### config.mk
export PLATFORM = sky130hd
export DESIGN_NAME = lpb_ctrl
export DESIGN_NICKNAME = d
export VERILOG_FILES = /design/src/pkg/lpb_pkg.sv /design/src/pkg/lpb_upk_if.sv /design/src/lpb_unpack.sv /design/src/lpb_ctrl.sv
export SDC_FILE = /design/constraint.sdc
export NUM_CORES = 1
export LEC_CHECK = 0
export BUFFER_PORTS_ARGS = -buffer_cell sky130_fd_sc_hd__buf_2
export CAP_MARGIN = 20
export CORE_MARGIN = 8
export CORE_UTILIZATION = 45
export CTS_CLUSTER_SIZE = 24
export DETAILED_ROUTE_END_ITERATION = 8
export PLACE_DENSITY = 0.7
export SYNTH_ARGS = -nofsm -noshare
export SYNTH_HDL_FRONTEND = slang
export SYNTH_SLANG_ARGS = --single-unit
### constraint.sdc
create_clock -name pclk -period 5.8 [get_ports pclk]
set_input_delay 0.87 -clock pclk [delete_from_list [all_inputs] [get_ports pclk]]
set_output_delay 0.87 -clock pclk [all_outputs]
set_load 0.05 [all_outputs]
### src/pkg/lpb_pkg.sv
// Summary of operation
// - Slot 35 address, word count slot ignored
// - One three-cycle channel request per word
// - Two-word header; bit 0 picks format
// - Header bit 17, bits 9-16 ignored
// - Packed: five 7-bit chars per pair
// - One right-justified char per word
// - Single-line start fetches header, keeps format
// - Data words always fetched in pairs
// - Single-line: first vertical control ends, Done
// - Too many chars per line sets overflow
// - Multi-line: load count, Done at zero
// - Each non-tab control counts one line
// - Decode all listed vertical control codes
// - Tab spaces to next eight-column stop
// - Tab beyond column 128 is illegal
// - CR and escape return without paper
// - Tape-loop variant: code selects channel
// - Fixed-advance variant: fixed line counts
// - Upper-only printer folds lower case
// - Error is OR of four flags; Done
// - Busy at start, cleared with Done
// - Skip, interrupt enable, clear Done commands
// - Status read bit layout
package lpb_pkg;
  typedef logic [17:0] lpb_word_t;
  typedef logic [6:0] lpb_char_t;
  typedef logic [7:0] lpb_addr_t;
  // ----------------------------------------------------------
  // Register map
  // ----------------------------------------------------------
  localparam lpb_addr_t ADDR_CMD = 8'h00;
  localparam lpb_addr_t ADDR_AC = 8'h04;
  localparam lpb_addr_t ADDR_SKIP = 8'h08;
  localparam lpb_addr_t ADDR_STATUS = 8'h0C;
  // ----------------------------------------------------------
  // Instruction codes
  // ----------------------------------------------------------
  localparam lpb_word_t CMD_PRINT_SINGLE = 18'h38D61;
  localparam lpb_word_t CMD_PRINT_MULTI = 18'h38D51;
  localparam lpb_word_t CMD_SKIP = 18'h38D41;
  localparam lpb_word_t CMD_INT_EN = 18'h38D64;
  localparam lpb_word_t CMD_CLR_DONE = 18'h38D91;
  localparam lpb_word_t CMD_CLR_STATUS = 18'h38DA1;
  localparam lpb_word_t CMD_READ_STATUS = 18'h38DA2;
  // ----------------------------------------------------------
  // Channel, header and line layout
  // ----------------------------------------------------------
  localparam logic [5:0] DCH_SLOT_WC = 6'h1C;
  localparam logic [5:0] DCH_SLOT_CA = 6'h1D;
  localparam int FMT_BIT = 0;
  localparam logic [2:0] IMG_LAST = 3'h1;
  localparam logic [2:0] PACK_LAST = 3'h4;
  localparam logic [7:0] LINE_SHORT = 8'h50;
  localparam logic [7:0] LINE_LONG = 8'h84;
  localparam logic [7:0] TAB_LIMIT = 8'h80;
  // ----------------------------------------------------------
  // Character codes and paper actions
  // ----------------------------------------------------------
  localparam lpb_char_t CH_HT = 7'h09;
  localparam lpb_char_t CH_LF = 7'h0A;
  localparam lpb_char_t CH_VT = 7'h0B;
  localparam lpb_char_t CH_FF = 7'h0C;
  localparam lpb_char_t CH_CR = 7'h0D;
  localparam lpb_char_t CH_DLE = 7'h10;
  localparam lpb_char_t CH_DC1 = 7'h11;
  localparam lpb_char_t CH_DC2 = 7'h12;
  localparam lpb_char_t CH_DC3 = 7'h13;
  localparam lpb_char_t CH_DC4 = 7'h14;
  localparam lpb_char_t CH_ESC = 7'h1B;
  localparam lpb_char_t CH_SP = 7'h20;
  localparam logic [1:0] PK_RETURN = 2'h0;
  localparam logic [1:0] PK_CHANNEL = 2'h1;
  localparam logic [1:0] PK_LINES = 2'h2;
  localparam logic [1:0] PK_TOP = 2'h3;
  typedef enum logic [2:0] {
    LPB_IDLE = 3'b000,
    LPB_HDR = 3'b001,
    LPB_FETCH = 3'b010,
    LPB_CHAR = 3'b011,
    LPB_PRINT = 3'b100,
    LPB_TAB = 3'b101,
    LPB_PAPER = 3'b110,
    LPB_FINISH = 3'b111
  } lpb_state_e;
endpackage

### src/pkg/lpb_upk_if.sv
`timescale 1ns/1ps
`default_nettype none
interface lpb_upk_if;
  import lpb_pkg::*;
  lpb_word_t w0;
  lpb_word_t w1;
  logic fmt;
  logic [2:0] idx;
  lpb_char_t chr;
  logic last;
  modport ctl (output w0, w1, fmt, idx, input chr, last);
  modport upk (input w0, w1, fmt, idx, output chr, last);
endinterface
`default_nettype wire

### src/lpb_unpack.sv
`timescale 1ns/1ps
`default_nettype none
module lpb_unpack (
  // Word pair and character position
  lpb_upk_if.upk bus
);
  import lpb_pkg::*;
  logic [35:0] pair;
  logic [35:0] shifted;
  assign pair = {bus.w0, bus.w1};
  assign shifted = pair << (6'(bus.idx) * 6'h07);
  assign bus.chr = bus.fmt ? (bus.idx[0] ? bus.w1[6:0] : bus.w0[6:0]) : shifted[35:29];
  assign bus.last = bus.fmt ? (bus.idx == IMG_LAST) : (bus.idx == PACK_LAST);
endmodule
`default_nettype wire

### src/lpb_ctrl.sv
// Decided for this implementation: the register addresses and the APB slave port.
`timescale 1ns/1ps
`default_nettype none
module lpb_ctrl (
  // Clock and reset
  input wire logic pclk,
  input wire logic presetn,
  // APB slave
  input wire logic psel,
  input wire logic penable,
  input wire logic pwrite,
  input wire lpb_pkg::lpb_addr_t paddr,
  input wire logic [31:0] pwdata,
  output logic [31:0] prdata,
  output logic pready,
  output logic pslverr,
  // Data channel
  output logic dch_req,
  output logic [5:0] dch_slot,
  input wire logic dch_ack,
  input wire lpb_pkg::lpb_word_t dch_data,
  // Character path
  output logic pr_valid,
  output lpb_pkg::lpb_char_t pr_data,
  input wire logic pr_ready,
  // Paper motion
  output logic pp_valid,
  output logic [1:0] pp_kind,
  output logic [4:0] pp_arg,
  input wire logic paper_ack,
  // Printer condition and configuration
  input wire logic printer_fault,
  input wire logic printer_connected,
  input wire logic tape_unit_present,
  input wire logic wide_line,
  input wire logic upper_only,
  // Host attention
  output logic int_req
);
  import lpb_pkg::*;

  typedef struct packed {
    lpb_state_e st;
    logic pready;
    logic [31:0] prdata;
    logic pslverr;
    lpb_word_t ac;
    logic skip;
    logic ie;
    logic done;
    logic busy;
    logic ovf;
    logic illtab;
    logic multi;
    logic fmt;
    lpb_word_t w0;
    lpb_word_t w1;
    logic wsel;
    logic [2:0] idx;
    logic [7:0] col;
    logic [8:0] lcnt;
    logic dch_req;
    logic [5:0] dch_slot;
    logic pr_valid;
    lpb_char_t pr_data;
    logic pp_valid;
    logic [1:0] pp_kind;
    logic [4:0] pp_arg;
    logic int_req;
  } lpb_state_s;

  lpb_state_s s;
  lpb_state_s next_s;
  lpb_upk_if upk ();

  // ----------------------------------------------------------
  // Character decoding
  // ----------------------------------------------------------
  function automatic logic is_vert(input lpb_char_t c);
    return (c == CH_LF) || (c == CH_VT) || (c == CH_FF) || (c == CH_CR) ||
           (c == CH_ESC) || ((c >= CH_DLE) && (c <= CH_DC4));
  endfunction

  function automatic logic [6:0] paper_cmd(input lpb_char_t c, input logic tape_unit);
    logic [6:0] r;
    r = {PK_RETURN, 5'h00};
    if (tape_unit) begin
      unique case (c)
        CH_LF: r = {PK_CHANNEL, 5'h08};
        CH_VT: r = {PK_CHANNEL, 5'h07};
        CH_FF: r = {PK_CHANNEL, 5'h01};
        CH_DLE: r = {PK_CHANNEL, 5'h02};
        CH_DC1: r = {PK_CHANNEL, 5'h03};
        CH_DC2: r = {PK_CHANNEL, 5'h04};
        CH_DC3: r = {PK_CHANNEL, 5'h05};
        CH_DC4: r = {PK_CHANNEL, 5'h06};
        default: r = {PK_RETURN, 5'h00};
      endcase
    end else begin
      unique case (c)
        CH_LF: r = {PK_LINES, 5'h01};
        CH_VT: r = {PK_LINES, 5'h14};
        CH_FF: r = {PK_TOP, 5'h00};
        CH_DLE: r = {PK_LINES, 5'h1E};
        CH_DC1: r = {PK_LINES, 5'h02};
        CH_DC2: r = {PK_LINES, 5'h03};
        CH_DC3: r = {PK_LINES, 5'h01};
        CH_DC4: r = {PK_LINES, 5'h0A};
        default: r = {PK_RETURN, 5'h00};
      endcase
    end
    return r;
  endfunction

  // Step to the next character, or fetch the next pair when used up
  function automatic logic [3:0] advance(input logic [2:0] idx, input logic last);
    return last ? 4'h8 : {1'b0, 3'(idx + 3'h1)};
  endfunction

  // ----------------------------------------------------------
  // Unpacker and derived terms
  // ----------------------------------------------------------
  assign upk.w0 = s.w0;
  assign upk.w1 = s.w1;
  assign upk.fmt = s.fmt;
  assign upk.idx = s.idx;

  lpb_unpack u_unpack (
    .bus(upk)
  );

  logic alarm;
  logic ilock;
  logic err;
  logic [7:0] line_len;
  lpb_char_t chr;
  lpb_word_t status_word;
  logic [3:0] adv;
  logic acc;

  assign alarm = printer_fault;
  assign ilock = !printer_connected;
  assign err = alarm | s.ovf | s.illtab | ilock;
  assign line_len = wide_line ? LINE_LONG : LINE_SHORT;
  assign chr = (upper_only && upk.chr >= 7'h61 && upk.chr <= 7'h7A) ? 7'(upk.chr - 7'h20) : upk.chr;
  assign status_word = {err, alarm, s.ovf, s.illtab, s.busy, s.done, ilock, 11'h000};
  assign adv = advance(s.idx, upk.last);
  assign acc = psel & penable;

  // ----------------------------------------------------------
  // Next state
  // ----------------------------------------------------------
  always_comb begin
    next_s = s;
    next_s.pready = 1'b0;
    next_s.pslverr = 1'b0;
    next_s.dch_slot = DCH_SLOT_CA;
    if (acc && !s.pready) begin
      next_s.pready = 1'b1;
      next_s.prdata = 32'h0000_0000;
      case (paddr)
        ADDR_CMD: next_s.prdata = 32'h0000_0000;
        ADDR_AC: next_s.prdata = {14'h0000, s.ac};
        ADDR_SKIP: next_s.prdata = {31'h0000_0000, s.skip};
        ADDR_STATUS: next_s.prdata = {14'h0000, status_word};
        default: next_s.pslverr = 1'b1;
      endcase
    end
    if (acc && s.pready && pwrite && paddr == ADDR_CMD) begin
      case (pwdata[17:0])
        CMD_PRINT_SINGLE, CMD_PRINT_MULTI: begin
          if (!s.busy) begin
            next_s.busy = 1'b1;
            next_s.done = 1'b0;
            next_s.multi = (pwdata[17:0] == CMD_PRINT_MULTI);
            next_s.st = LPB_HDR;
            next_s.dch_req = 1'b1;
            next_s.wsel = 1'b0;
            next_s.col = 8'h00;
          end
        end
        CMD_SKIP: next_s.skip = s.done | err;
        CMD_INT_EN: next_s.ie = 1'b1;
        CMD_CLR_DONE: next_s.done = 1'b0;
        CMD_READ_STATUS: next_s.ac = status_word;
        CMD_CLR_STATUS: begin
          next_s.ovf = 1'b0;
          next_s.illtab = 1'b0;
        end
        default: next_s.ac = s.ac;
      endcase
    end
    unique case (s.st)
      LPB_IDLE: begin
        next_s.dch_req = next_s.dch_req;
      end
      LPB_HDR: begin
        if (dch_ack) begin
          if (!s.wsel) begin
            // Only the format bit of the first word is kept
            next_s.fmt = dch_data[FMT_BIT];
            next_s.wsel = 1'b1;
          end else begin
            if (s.multi) begin
              next_s.lcnt = {(dch_data[7:0] == 8'h00), dch_data[7:0]};
            end
            next_s.wsel = 1'b0;
            next_s.st = LPB_FETCH;
          end
        end
      end
      LPB_FETCH: begin
        if (dch_ack) begin
          if (!s.wsel) begin
            next_s.w0 = dch_data;
            next_s.wsel = 1'b1;
          end else begin
            next_s.w1 = dch_data;
            next_s.wsel = 1'b0;
            next_s.dch_req = 1'b0;
            next_s.idx = 3'h0;
            next_s.st = LPB_CHAR;
          end
        end
      end
      LPB_CHAR: begin
        if (chr == CH_HT) begin
          if (s.col > TAB_LIMIT) begin
            next_s.illtab = 1'b1;
            next_s.st = LPB_FINISH;
          end else begin
            next_s.pr_valid = 1'b1;
            next_s.pr_data = CH_SP;
            next_s.st = LPB_TAB;
          end
        end else if (is_vert(chr)) begin
          next_s.pp_valid = 1'b1;
          {next_s.pp_kind, next_s.pp_arg} = paper_cmd(chr, tape_unit_present);
          next_s.st = LPB_PAPER;
        end else if (s.col >= line_len) begin
          next_s.ovf = 1'b1;
          next_s.st = LPB_FINISH;
        end else begin
          next_s.pr_valid = 1'b1;
          next_s.pr_data = chr;
          next_s.st = LPB_PRINT;
        end
      end
      LPB_PRINT: begin
        if (pr_ready) begin
          next_s.pr_valid = 1'b0;
          next_s.col = 8'(s.col + 8'h01);
          next_s.idx = adv[2:0];
          next_s.st = adv[3] ? LPB_FETCH : LPB_CHAR;
          next_s.dch_req = adv[3];
        end
      end
      LPB_TAB: begin
        if (pr_ready) begin
          next_s.col = 8'(s.col + 8'h01);
          if (s.col[2:0] == 3'h7) begin
            next_s.pr_valid = 1'b0;
            next_s.idx = adv[2:0];
            next_s.st = adv[3] ? LPB_FETCH : LPB_CHAR;
            next_s.dch_req = adv[3];
          end
        end
      end
      LPB_PAPER: begin
        if (paper_ack) begin
          next_s.pp_valid = 1'b0;
          next_s.col = 8'h00;
          if (s.multi) begin
            next_s.lcnt = 9'(s.lcnt - 9'h001);
          end
          if (s.multi && s.lcnt != 9'h001) begin
            next_s.idx = adv[2:0];
            next_s.st = adv[3] ? LPB_FETCH : LPB_CHAR;
            next_s.dch_req = adv[3];
          end else begin
            next_s.st = LPB_FINISH;
          end
        end
      end
      LPB_FINISH: begin
        next_s.busy = 1'b0;
        next_s.done = 1'b1;
        next_s.dch_req = 1'b0;
        next_s.pr_valid = 1'b0;
        next_s.pp_valid = 1'b0;
        next_s.st = LPB_IDLE;
      end
    endcase
    // Printer trouble stops the operation after what was already taken
    if ((alarm || ilock) && s.st != LPB_IDLE && s.st != LPB_FINISH) begin
      next_s.st = LPB_FINISH;
    end
    next_s.int_req = s.ie & (s.done | err);
  end

  // ----------------------------------------------------------
  // State register
  // ----------------------------------------------------------
  always_ff @(posedge pclk or negedge presetn) begin
    if (!presetn) begin
      s <= '0;
    end else begin
      s <= next_s;
    end
  end

  assign prdata = s.prdata;
  assign pready = s.pready;
  assign pslverr = s.pslverr;
  assign dch_req = s.dch_req;
  assign dch_slot = s.dch_slot;
  assign pr_valid = s.pr_valid;
  assign pr_data = s.pr_data;
  assign pp_valid = s.pp_valid;
  assign pp_kind = s.pp_kind;
  assign pp_arg = s.pp_arg;
  assign int_req = s.int_req;

  // ----------------------------------------------------------
  // Checks
  // ----------------------------------------------------------
  AST_SLOT: assert property (@(posedge pclk) disable iff (!presetn)
    s.dch_req |-> s.dch_slot == DCH_SLOT_CA)
    else $error("channel request not on the address slot");

  AST_START_FETCH: assert property (@(posedge pclk) disable iff (!presetn)
    $rose(s.busy) |-> s.dch_req && s.st == LPB_HDR)
    else $error("start did not request the header");

  AST_OVF: assert property (@(posedge pclk) disable iff (!presetn)
    $rose(s.ovf) |-> $past(s.col) >= $past(line_len) && s.st == LPB_FINISH)
    else $error("overflow raised below line length");

  AST_TAB_STOP: assert property (@(posedge pclk) disable iff (!presetn)
    s.st == LPB_TAB && pr_ready && s.col[2:0] == 3'h7 |=> s.st != LPB_TAB && s.col[2:0] == 3'h0)
    else $error("tab did not stop at the column stop");

  AST_ILLTAB: assert property (@(posedge pclk) disable iff (!presetn)
    $rose(s.illtab) |-> $past(s.col) > TAB_LIMIT)
    else $error("illegal tab below column limit");

  AST_DONE_BUSY: assert property (@(posedge pclk) disable iff (!presetn)
    $rose(s.done) |-> !s.busy && $past(s.st) == LPB_FINISH)
    else $error("done raised while busy");

  AST_COL_RESET: assert property (@(posedge pclk) disable iff (!presetn)
    s.st == LPB_PAPER && paper_ack |=> s.col == 8'h00 && !s.pp_valid)
    else $error("column not reset after line end");

  AST_LCNT: assert property (@(posedge pclk) disable iff (!presetn)
    s.st == LPB_PAPER && paper_ack && s.multi |=> s.lcnt == 9'($past(s.lcnt) - 9'h001))
    else $error("line counter not decremented");

  AST_SINGLE_DONE: assert property (@(posedge pclk) disable iff (!presetn)
    s.st == LPB_PAPER && paper_ack && !s.multi |=> s.st == LPB_FINISH ##1 s.done)
    else $error("single line did not finish");

  AST_TAB_NOCOUNT: assert property (@(posedge pclk) disable iff (!presetn)
    s.st == LPB_TAB |=> s.lcnt == $past(s.lcnt))
    else $error("tab changed the line counter");
endmodule
`default_nettype wire

==> results.yml, run 1 <==
worst_setup_path:
  crit_required_ns: 6.04
  worstPathCellList: "fa_1, ha_1, inv_1, fa_1, buf_4, mux4_2, mux2i_1, o21ai_1, a222oi_1, inv_1, ha_1, nand2_1, or4_1, and2_4, o32ai_2, nand2_4, mux2_4"
  critical_path.max_stage_delay_ns: 0.55
  slowest_stage: "fa_1"
  critPathCaptureType: "flop"
  path_max_fanout: 21
  worst_setup_path_start_kind: "flop"
  cp.arrival_ns: 5.69
  crit_type: "reg2reg"
  regToRegSetupSlack_ns: 0.35
  critPathBufInv: 3
  crit_family: "adder cells"
timing:
  tns_ns: 0
  worstMarginPinSlew_ns: 0.870
  finalMaxSlewViolations: 0
  relSlewSlack: 0.420
  fin_worst_skew_ns: 0.0167
  min_period_over_period: 0.940
  rsz0062_at_grt: "false"
  period_needed_ns: 5.45
  finalHoldViolations: 0
  finalWorstSetupSlack_ns: 0.350
  finalSetupViolCount: 0
  fmax_mhz: 183
global_routing:
  grt_overflow: 0
  grt_pass1_wl_mm: 32.1
  grt_usage: 0.178
  grt_max_degree: 69
  antenna_found_initial: 0
  grt_pass1_vias: 6083
power:
  powerDensity_nw_per_um2: 635
  ir_drop_v: 0.000286
  power.leakage_nw: 3.82
layout:
  fill_cells: 1611
  multi_input_area_um2: 4700
  areaGrowthSynthToFinish_pct: 7.97
  diodes: 0
  nets: 908
  seqCellArea_um2: 2600
  final_layout_size_suffix_gt1_frac: 0.278
place:
  dp_slack_ns: 0.418
  place.gp.congestion: 0.909
  dp_hpwl_mm: 14.2
  io_buffers: 88
floorplanning:
  fp.dieH_um: 149
  start_util: 0.459
  io_pins: 129
  die-area_um2: 22100
  placementRows: 48
  coreArea_um2: 17200
  die_width_um: 149
cts:
  clk_pin_slew_ns: 0.07
  cts-resized-gates: 0
  cts_root_buf: "clkbuf_16"
  cts.htree.levels: 3
  clock_sinks: 104
  clockBufferDepth: 2
  hold_buffers: 0
  cts_made_buffers: 9
  cts_tree: "built"
  post_cts_buffers: 0
  clock_latency_ns: 0.37
detailed_routing:
  vias_per_cell: 5.95
  vias: 6233
  avgRoutedWirePerCell_um: 18.4
  ant_nets: 0
  drc: 0
  wirelength_mm: 19.2
  first_pass_iters: 5
  drtIter0Drc: 502
yosys:
  netlist_area_um2: 7910
  synth_ff_type: "dfrtp_1"
  ys_types: 76
  ys_seq_area_frac: 0.329
  yosysTopAreaCellShare: 0.329
  synthArstFlopShare: 1.00
  synth.avg_cell_area_um2: 10.3
  synth_cells: 771
  synth-edff-count: 0
  synth-seq-cells: 104
  netlist_top_cells_area: "dfrtp_1 33%, mux4_2 9.4%, mux2_2 8.1%"
  yosysWarnings: 0
  yosysTopAreaCell: "dfrtp_1"
outcome:
  outcome: "finished clean"
flow_run:
  drv_cap: 0
hold_path:
  hold_path.class: "reg2reg"
[synthesized netlist by cell type (4+ instances only)]
master / number
buf_4: 53
nand3_1: 13
nor2_1: 43
buf_2: 11
xnor2_1: 7
o21ai_0: 46
a31oi_1: 7
nor3_1: 20
o31ai_1: 9
mux4_1: 9
ha_1: 15
mux4_2: 33
a22oi_1: 7
and3_1: 7
mux2i_1: 31
nor4_1: 13
a32oi_1: 7
mux2_4: 4
a21o_1: 7
o211ai_1: 7
or3_1: 4
nand2b_1: 13
clkbuf_1: 19
mux2_2: 57
inv_1: 22
a221oi_1: 8
mux2_1: 4
nor2b_1: 9
nand3b_1: 5
o21ai_1: 5
dfrtp_1: 104
and2_1: 11
a21oi_1: 33
nand2_1: 58
[power breakdown]
part           internal, W  switching, W  leakage (nW)
sequential        0.000919      0.000332          1.35
combinational      0.00158       0.00195          2.33
clock             0.000339      0.000298         0.141
[sequential cells by signal, summed over array words and instances, names as in the netlist, 2 cells and up]
| register | cells |
|---|---|
| prdata | 8 |
| pr_data | 7 |
| pp_arg | 5 |
| upk.idx | 3 |
| s | 35 |
| pp_kind | 2 |
| upk.w0 | 18 |
| upk.w1 | 18 |
[per-stage QoR]
stage / area [um2] / total power [W] / std cells / hold WS (ns) / utilization
floorplan: 8000 / 0.00407 / 796 / 0.433 / -
detailed placement: 8240 / 0.00473 / 1033 / 0.455 / 0.478
global route: 8540 / 0.00581 / 1048 / 0.479 / 0.495
CTS: 8540 / 0.00540 / 1048 / 0.470 / 0.495
finish: 8540 / 0.00542 / 1048 / 0.463 / 0.495
global placement: 8240 / 0.00470 / 1033 / 0.448 / 0.478
[cells by family (layout without fill, tap and decap cells)]
group	after synthesis	in the layout	share of synthesized area
DFF	104	104	0.329
muxes	138	138	0.258
AOI/OAI and AO/OA	161	161	0.133
and+or+nand+nor	224	224	0.147
buffers and inverters	114	141	0.0900
adders and majority gates	18	18	0.0313
xor gates and xnor gates	10	10	0.0111
other	2	27	0.000950
[metal layers]
metal	part of all wire	global-route usage	wire length (um)	vias up
met1	0.45	0.240	8630	3033
met3	0.080	0.0450	1540	32
met2	0.45	0.275	8710	258
met4	0.018	0.0541	348	0
li1	-	-	-	2910
met5	0	0	0	-
[cells in the final DEF, fill, tap and decap left out, types with 4 or more instances in the layout]
cell       netlist  layout
a21o_1           7       7
a21oi_1         33      33
a221oi_1         8       8
a22oi_1          7       7
a31oi_1          7       7
a32oi_1          7       7
and2_1          11      11
and3_1           7       7
buf_2           11      87
buf_4           53      15
clkbuf_16        0       9
conb_1           2      27
dfrtp_1        104     103
ha_1            15      14
inv_1           22      22
mux2_1           4       4
mux2_2          57      57
mux2_4           4       4
mux2i_1         31      31
mux4_1           9       9
mux4_2          33      33
nand2_1         58      58
nand2b_1        13      13
nand3_1         13      13
nand3b_1         5       5
nor2_1          43      43
nor2b_1          9       9
nor3_1          20      19
nor4_1          13      13
o211ai_1         7       7
o21ai_0         46      46
o21ai_1          5       5
o31ai_1          9       9
or3_1            4       4
xnor2_1          7       7
[path summary, 6_finish.rpt]
| check | start | end | cells past startpoint |
|---|---|---|---|
| worst max register to register | upk.idx[1] | pr_data[6] | 17 |
| worst max-delay path | upk.idx[1] | pr_data[6] | 17 |
| min in group asynchronous | presetn | s[29] | 1 |
| max in group asynchronous | presetn | pr_data[6] | 2 |
| worst min-delay path | s[87] | s[87] | 1 |
| worst min register to register | s[87] | s[87] | 1 |
[final cells by class]
cell class              instances  area share
repair buffers                103      0.0665
multi-input cells             578       0.550
flip-flops and latches        104       0.305
well taps                     225      0.0330
inverters                      23      0.0101
clock inverters                 6     0.00923
clock buffers                   9      0.0264
(Power assumes the default switching activity.)
==> run 2: changes to the inputs <==
- CELL_PAD_IN_SITES_DETAIL_PLACEMENT: not set -> 1
- CELL_PAD_IN_SITES_GLOBAL_PLACEMENT: not set -> 1
- CORE_UTILIZATION: 45 -> 40
- PLACE_DENSITY: 0.7 -> 0.78
==> results.yml, run 2 (synthesis results as in run 1) <==
layout:
  final_common_cell: "dfrtp_1"
  mostFrequentLayoutCells: "103 x dfrtp_1, 87 x buf_2, 58 x nand2_1"
  fill_cells: 2238
  areaGrowthSynthToFinish_pct: 9.05
  largest_reg_flops: 35
  diodes: 0
  final_cell_count_no_fill: 1092
  final_layout_size_suffix_gt1_frac: 0.284
  top_register: "s"
  final_cell_area_um2: 8620
  nets: 911
global_routing:
  met1_usage: 0.238
  use_met3: 0.0325
  grt_use_met2: 0.297
  grt_usage: 0.183
  busiest_layer: "met2"
  grt_overflow: 0
  grt_pass1_wl_mm: 35.6
  grt_max_degree: 55
  antenna_found_initial: 0
  grt_pass1_vias: 6544
detailed_routing:
  ant_nets: 0
  vias_per_cell: 5.90
  first_pass_iters: 5
  drc: 0
  avgRoutedWirePerCell_um: 20.4
  vias: 6443
  drtIter0Drc: 476
  wirelength_mm: 22.2
place:
  dp_hpwl_mm: 16.4
  placed_cell_area_um2: 8290
  place.gp.congestion: 0.863
  dp.cells: 1074
  io_buffers: 88
worst_setup_path:
  r2r-end: "pr_data[6]"
  r2r-start: "upk.idx[1]"
  path_max_fanout: 11
  worst_setup_path_start_kind: "flop"
  crit_type: "reg2reg"
  regToRegSetupSlack_ns: 0.27
  cp.arrival_ns: 5.77
  r2r_cells: 17
  critPathCaptureType: "flop"
  crit_required_ns: 6.05
cts:
  clk_pin_slew_ns: 0.08
  clockBufferDepth: 2
  clock_latency_ns: 0.36
  clock_sinks: 104
  cts_made_buffers: 9
  cts_root_buf: "clkbuf_16"
  cts_tree: "built"
  cts.htree.levels: 3
timing:
  finalHoldViolations: 0
  fin_worst_skew_ns: 0.00397
  finalSetupViolCount: 0
  relSlewSlack: 0.522
  min_period_over_period: 0.953
  tns_ns: 0
  rsz0062_at_grt: "false"
  finalMaxSlewViolations: 0
  worstMarginPinSlew_ns: 0.716
  period_needed_ns: 5.53
  hold_slack_ns: 0.465
  fmax_mhz: 181
floorplanning:
  placementRows: 51
  coreArea_um2: 19500
  die_width_um: 157
  start_util: 0.406
  die-area_um2: 24500
  fp.dieH_um: 157
  io_pins: 129
power:
  p_seq_frac: 0.225
  power.leakage_nw: 3.85
  p_int_w: 0.00289
  comb_power_share: 0.658
  p_clk_frac: 0.117
  post-layout-total-power_w: 0.00562
  power.share.switching: 0.485
  powerDensity_nw_per_um2: 651
  ir_drop_v: 0.000316
  p_switching_w: 0.00273
hold_path:
  hold_path.class: "reg2reg"
  whs_path_depth: 1
  hold_start: "s[87]"
  min_delay_worst_endpoint: "s[87]"
flow_run:
  drv_cap: 0
outcome:
  outcome: "finished clean"
run 2: cell types whose count changed in the layout (fill, tap and decap cells not counted), sizes merged:
cell,before,now
clkinvlp,2,0
clkinv,1,2
clkbuf,9,10
inv,25,26
buf,103,106
run 2: cell type report:
class	instances	area [um2]	share of cell area
multi-input cells	578	4700	0.545
clock inverters	6	72.6	0.00841
well taps	265	332	0.0384
inverters	23	86.3	0.0100
repair buffers	106	591	0.0685
flip-flops and latches	104	2600	0.302
clock buffers	10	239	0.0277
run 2: power groups by stage:
stage | Clock (W) | Combinational [W] | Sequential [W]
5_1_grt | 0.000696 | 0.00400 | 0.00129
4_1_cts | 0.000675 | 0.00363 | 0.00125
2_1_floorplan | 0 | 0.00296 | 0.00112
6_report | 0.000657 | 0.00370 | 0.00126
3_5_place_dp | 0 | 0.00359 | 0.00126
3_3_place_gp | 0 | 0.00348 | 0.00124
run 2: layer usage:
layer  part of all wire  wire length, um
met5                  0                0
met3              0.061             1350
met4              0.021              465
met1               0.43             9640
met2               0.48            10800
run 2: timing repair:
action	CTS	global route
setup buffers	0	2
endpoints found under the setup margin	0	14
hold buffers	0	0
resized for setup	0	2
run 2: worst max-delay path, stage by stage (launching register included):
cell      delay [ns]
dfrtp_1         0.49
fa_1            0.55
ha_2            0.17
inv_1           0.05
fa_2            0.70
buf_4           0.24
nor2b_1         0.10
a221oi_1        0.28
o21ai_1         0.14
a222oi_1        0.45
inv_1           0.15
ha_1            0.33
nand2_1         0.06
or4_1           0.54
and2_4          0.21
o32ai_2         0.45
nand2_4         0.17
mux2_4          0.34
run 2: worst max-delay path by stage:
stage / from / endpoint / slack [ns] / cells after the start
finish: upk.idx[1] / pr_data[6] / 0.27 / 17
detailed placement: upk.idx[1] / pr_data[6] / 0.11 / 17
CTS: upk.idx[1] / pr_data[6] / 0.09 / 17
global placement: upk.idx[1] / pr_data[6] / 0.32 / 17
floorplan: upk.idx[1] / pr_data[4] / 0.56 / 18
global route: upk.idx[1] / pr_data[4] / 0.04 / 17
run 2: through the flow:
step | setup slack [ns] | util
floorplan | 0.557 | -
global placement | 0.319 | 0.426
detailed placement | 0.113 | 0.426
CTS | 0.0880 | 0.442
global route | 0.0373 | 0.443
finish | 0.274 | 0.443
==> run 3: changes to the inputs <==
- MAX_ROUTING_LAYER: not set -> met4
==> results.yml, run 3 (synthesis results as in run 1) <==
outcome:
  outcome: "finished clean"
floorplanning:
  die-area_um2: 24500
  placementRows: 51
  fp.dieH_um: 157
  coreArea_um2: 19500
  start_util: 0.406
  die_width_um: 157
  io_pins: 129
power:
  power.leakage_nw: 3.86
  powerDensity_nw_per_um2: 653
  post-layout-total-power_w: 0.00563
  ir_drop_v: 0.000285
worst_setup_path:
  path_max_fanout: 14
  crit_required_ns: 6.05
  worst_setup_path_start_kind: "flop"
  cp.arrival_ns: 5.73
  crit_type: "reg2reg"
  critPathCaptureType: "flop"
global_routing:
  grt_pass1_vias: 6695
  grt_overflow: 0
  grt_max_degree: 55
  antenna_found_initial: 0
  grt_usage: 0.195
  grt_pass1_wl_mm: 36.9
place:
  placed_cell_area_um2: 8310
  dp_hpwl_mm: 16.6
  io_buffers: 88
  place.gp.congestion: 0.887
timing:
  relSlewSlack: 0.451
  finalHoldViolations: 0
  min_period_over_period: 0.945
  worstMarginPinSlew_ns: 0.815
  finalSetupViolCount: 0
  fmax_mhz: 182
  tns_ns: 0
  finalMaxSlewViolations: 0
  rsz0062_at_grt: "false"
  period_needed_ns: 5.48
  fin_worst_skew_ns: 0.00870
  hold_slack_ns: 0.466
layout:
  top_register: "s"
  largest_reg_flops: 35
  diodes: 0
  final_layout_size_suffix_gt1_frac: 0.284
  nets: 912
  seqCellArea_um2: 2600
  fill_cells: 2217
  mostFrequentLayoutCells: "103 x dfrtp_1, 87 x buf_2, 58 x nand2_1"
  final_common_cell: "dfrtp_1"
  final_cell_area_um2: 8630
  multi_input_area_um2: 4700
  areaGrowthSynthToFinish_pct: 9.14
detailed_routing:
  drtIter0Drc: 561
  ant_nets: 0
  vias: 6406
  wirelength_mm: 22.7
  drc: 0
  first_pass_iters: 5
  vias_per_cell: 5.86
  avgRoutedWirePerCell_um: 20.7
cts:
  clock_sinks: 104
  clockBufferDepth: 2
  cts_root_buf: "clkbuf_16"
  clk_pin_slew_ns: 0.08
  cts.htree.levels: 3
  hold_buffers: 0
  cts_tree: "built"
  cts_made_buffers: 9
  clock_latency_ns: 0.37
flow_run:
  drv_cap: 0
hold_path:
  hold_path.class: "reg2reg"
[run 3: path summary, 6_finish.rpt]
| check | endpoint | slack [ns] | from | cells past startpoint |
|---|---|---|---|---|
| max | pr_data[6] | 0.32 | upk.idx[0] | 16 |
| min | s[87] | 0.47 | s[87] | 1 |
| max reg2reg | pr_data[6] | 0.32 | upk.idx[0] | 16 |
| min reg2reg | s[87] | 0.47 | s[87] | 1 |
| max in group asynchronous | upk.idx[0] | 4.08 | presetn | 2 |
| min in group asynchronous | s[28] | 0.52 | presetn | 1 |
[run 3: through the flow]
stage	util	cells	setup WS, ns
floorplan	-	796	0.557
global placement	0.427	1076	0.222
detailed placement	0.427	1076	0.0965
CTS	0.443	1092	0.0551
global route	0.444	1093	0.0130
finish	0.444	1093	0.318
[run 3: what timing repair did]
item                                    CTS  global route
resized for setup                         0             1
endpoints found under the setup margin    0            16
setup buffers                             0             1
[run 3: where the power goes]
group	switching, W	total [W]	internal [W]
Clock	0.000319	0.000665	0.000346
Sequential	0.000347	0.00127	0.000918
Combinational	0.00209	0.00370	0.00161
[run 3: layout make-up]
cell class                 count  area share
clock buffer                   9      0.0261
clock inverter                 7      0.0103
inverter                      23      0.0100
multi-input combinational    578       0.544
sequential                   104       0.302
tap                          265      0.0384
timing repair buffer         107      0.0693
[run 3: worst max-delay path: stages, from the launching register on]
cell and delay [ns]:
dfrtp_2 0.44, fa_1 0.56, ha_1 0.17, inv_1 0.06, fa_2 0.76, mux4_2 0.40, mux2i_1 0.20, o21ai_1 0.11
a222oi_1 0.45, inv_1 0.15, ha_1 0.34, nand2_1 0.06, or4_1 0.54, and2_4 0.20, o32ai_2 0.44, nand2_4 0.17
mux2_4 0.33
[run 3: routing by layer]
layer,vias up,global-route usage,wire length (um)
met2,199,0.310,11000
met4,0,0.0641,425
met5,-,-,0
met3,32,0.0378,1340
met1,3259,0.246,9840
li1,2916,-,-
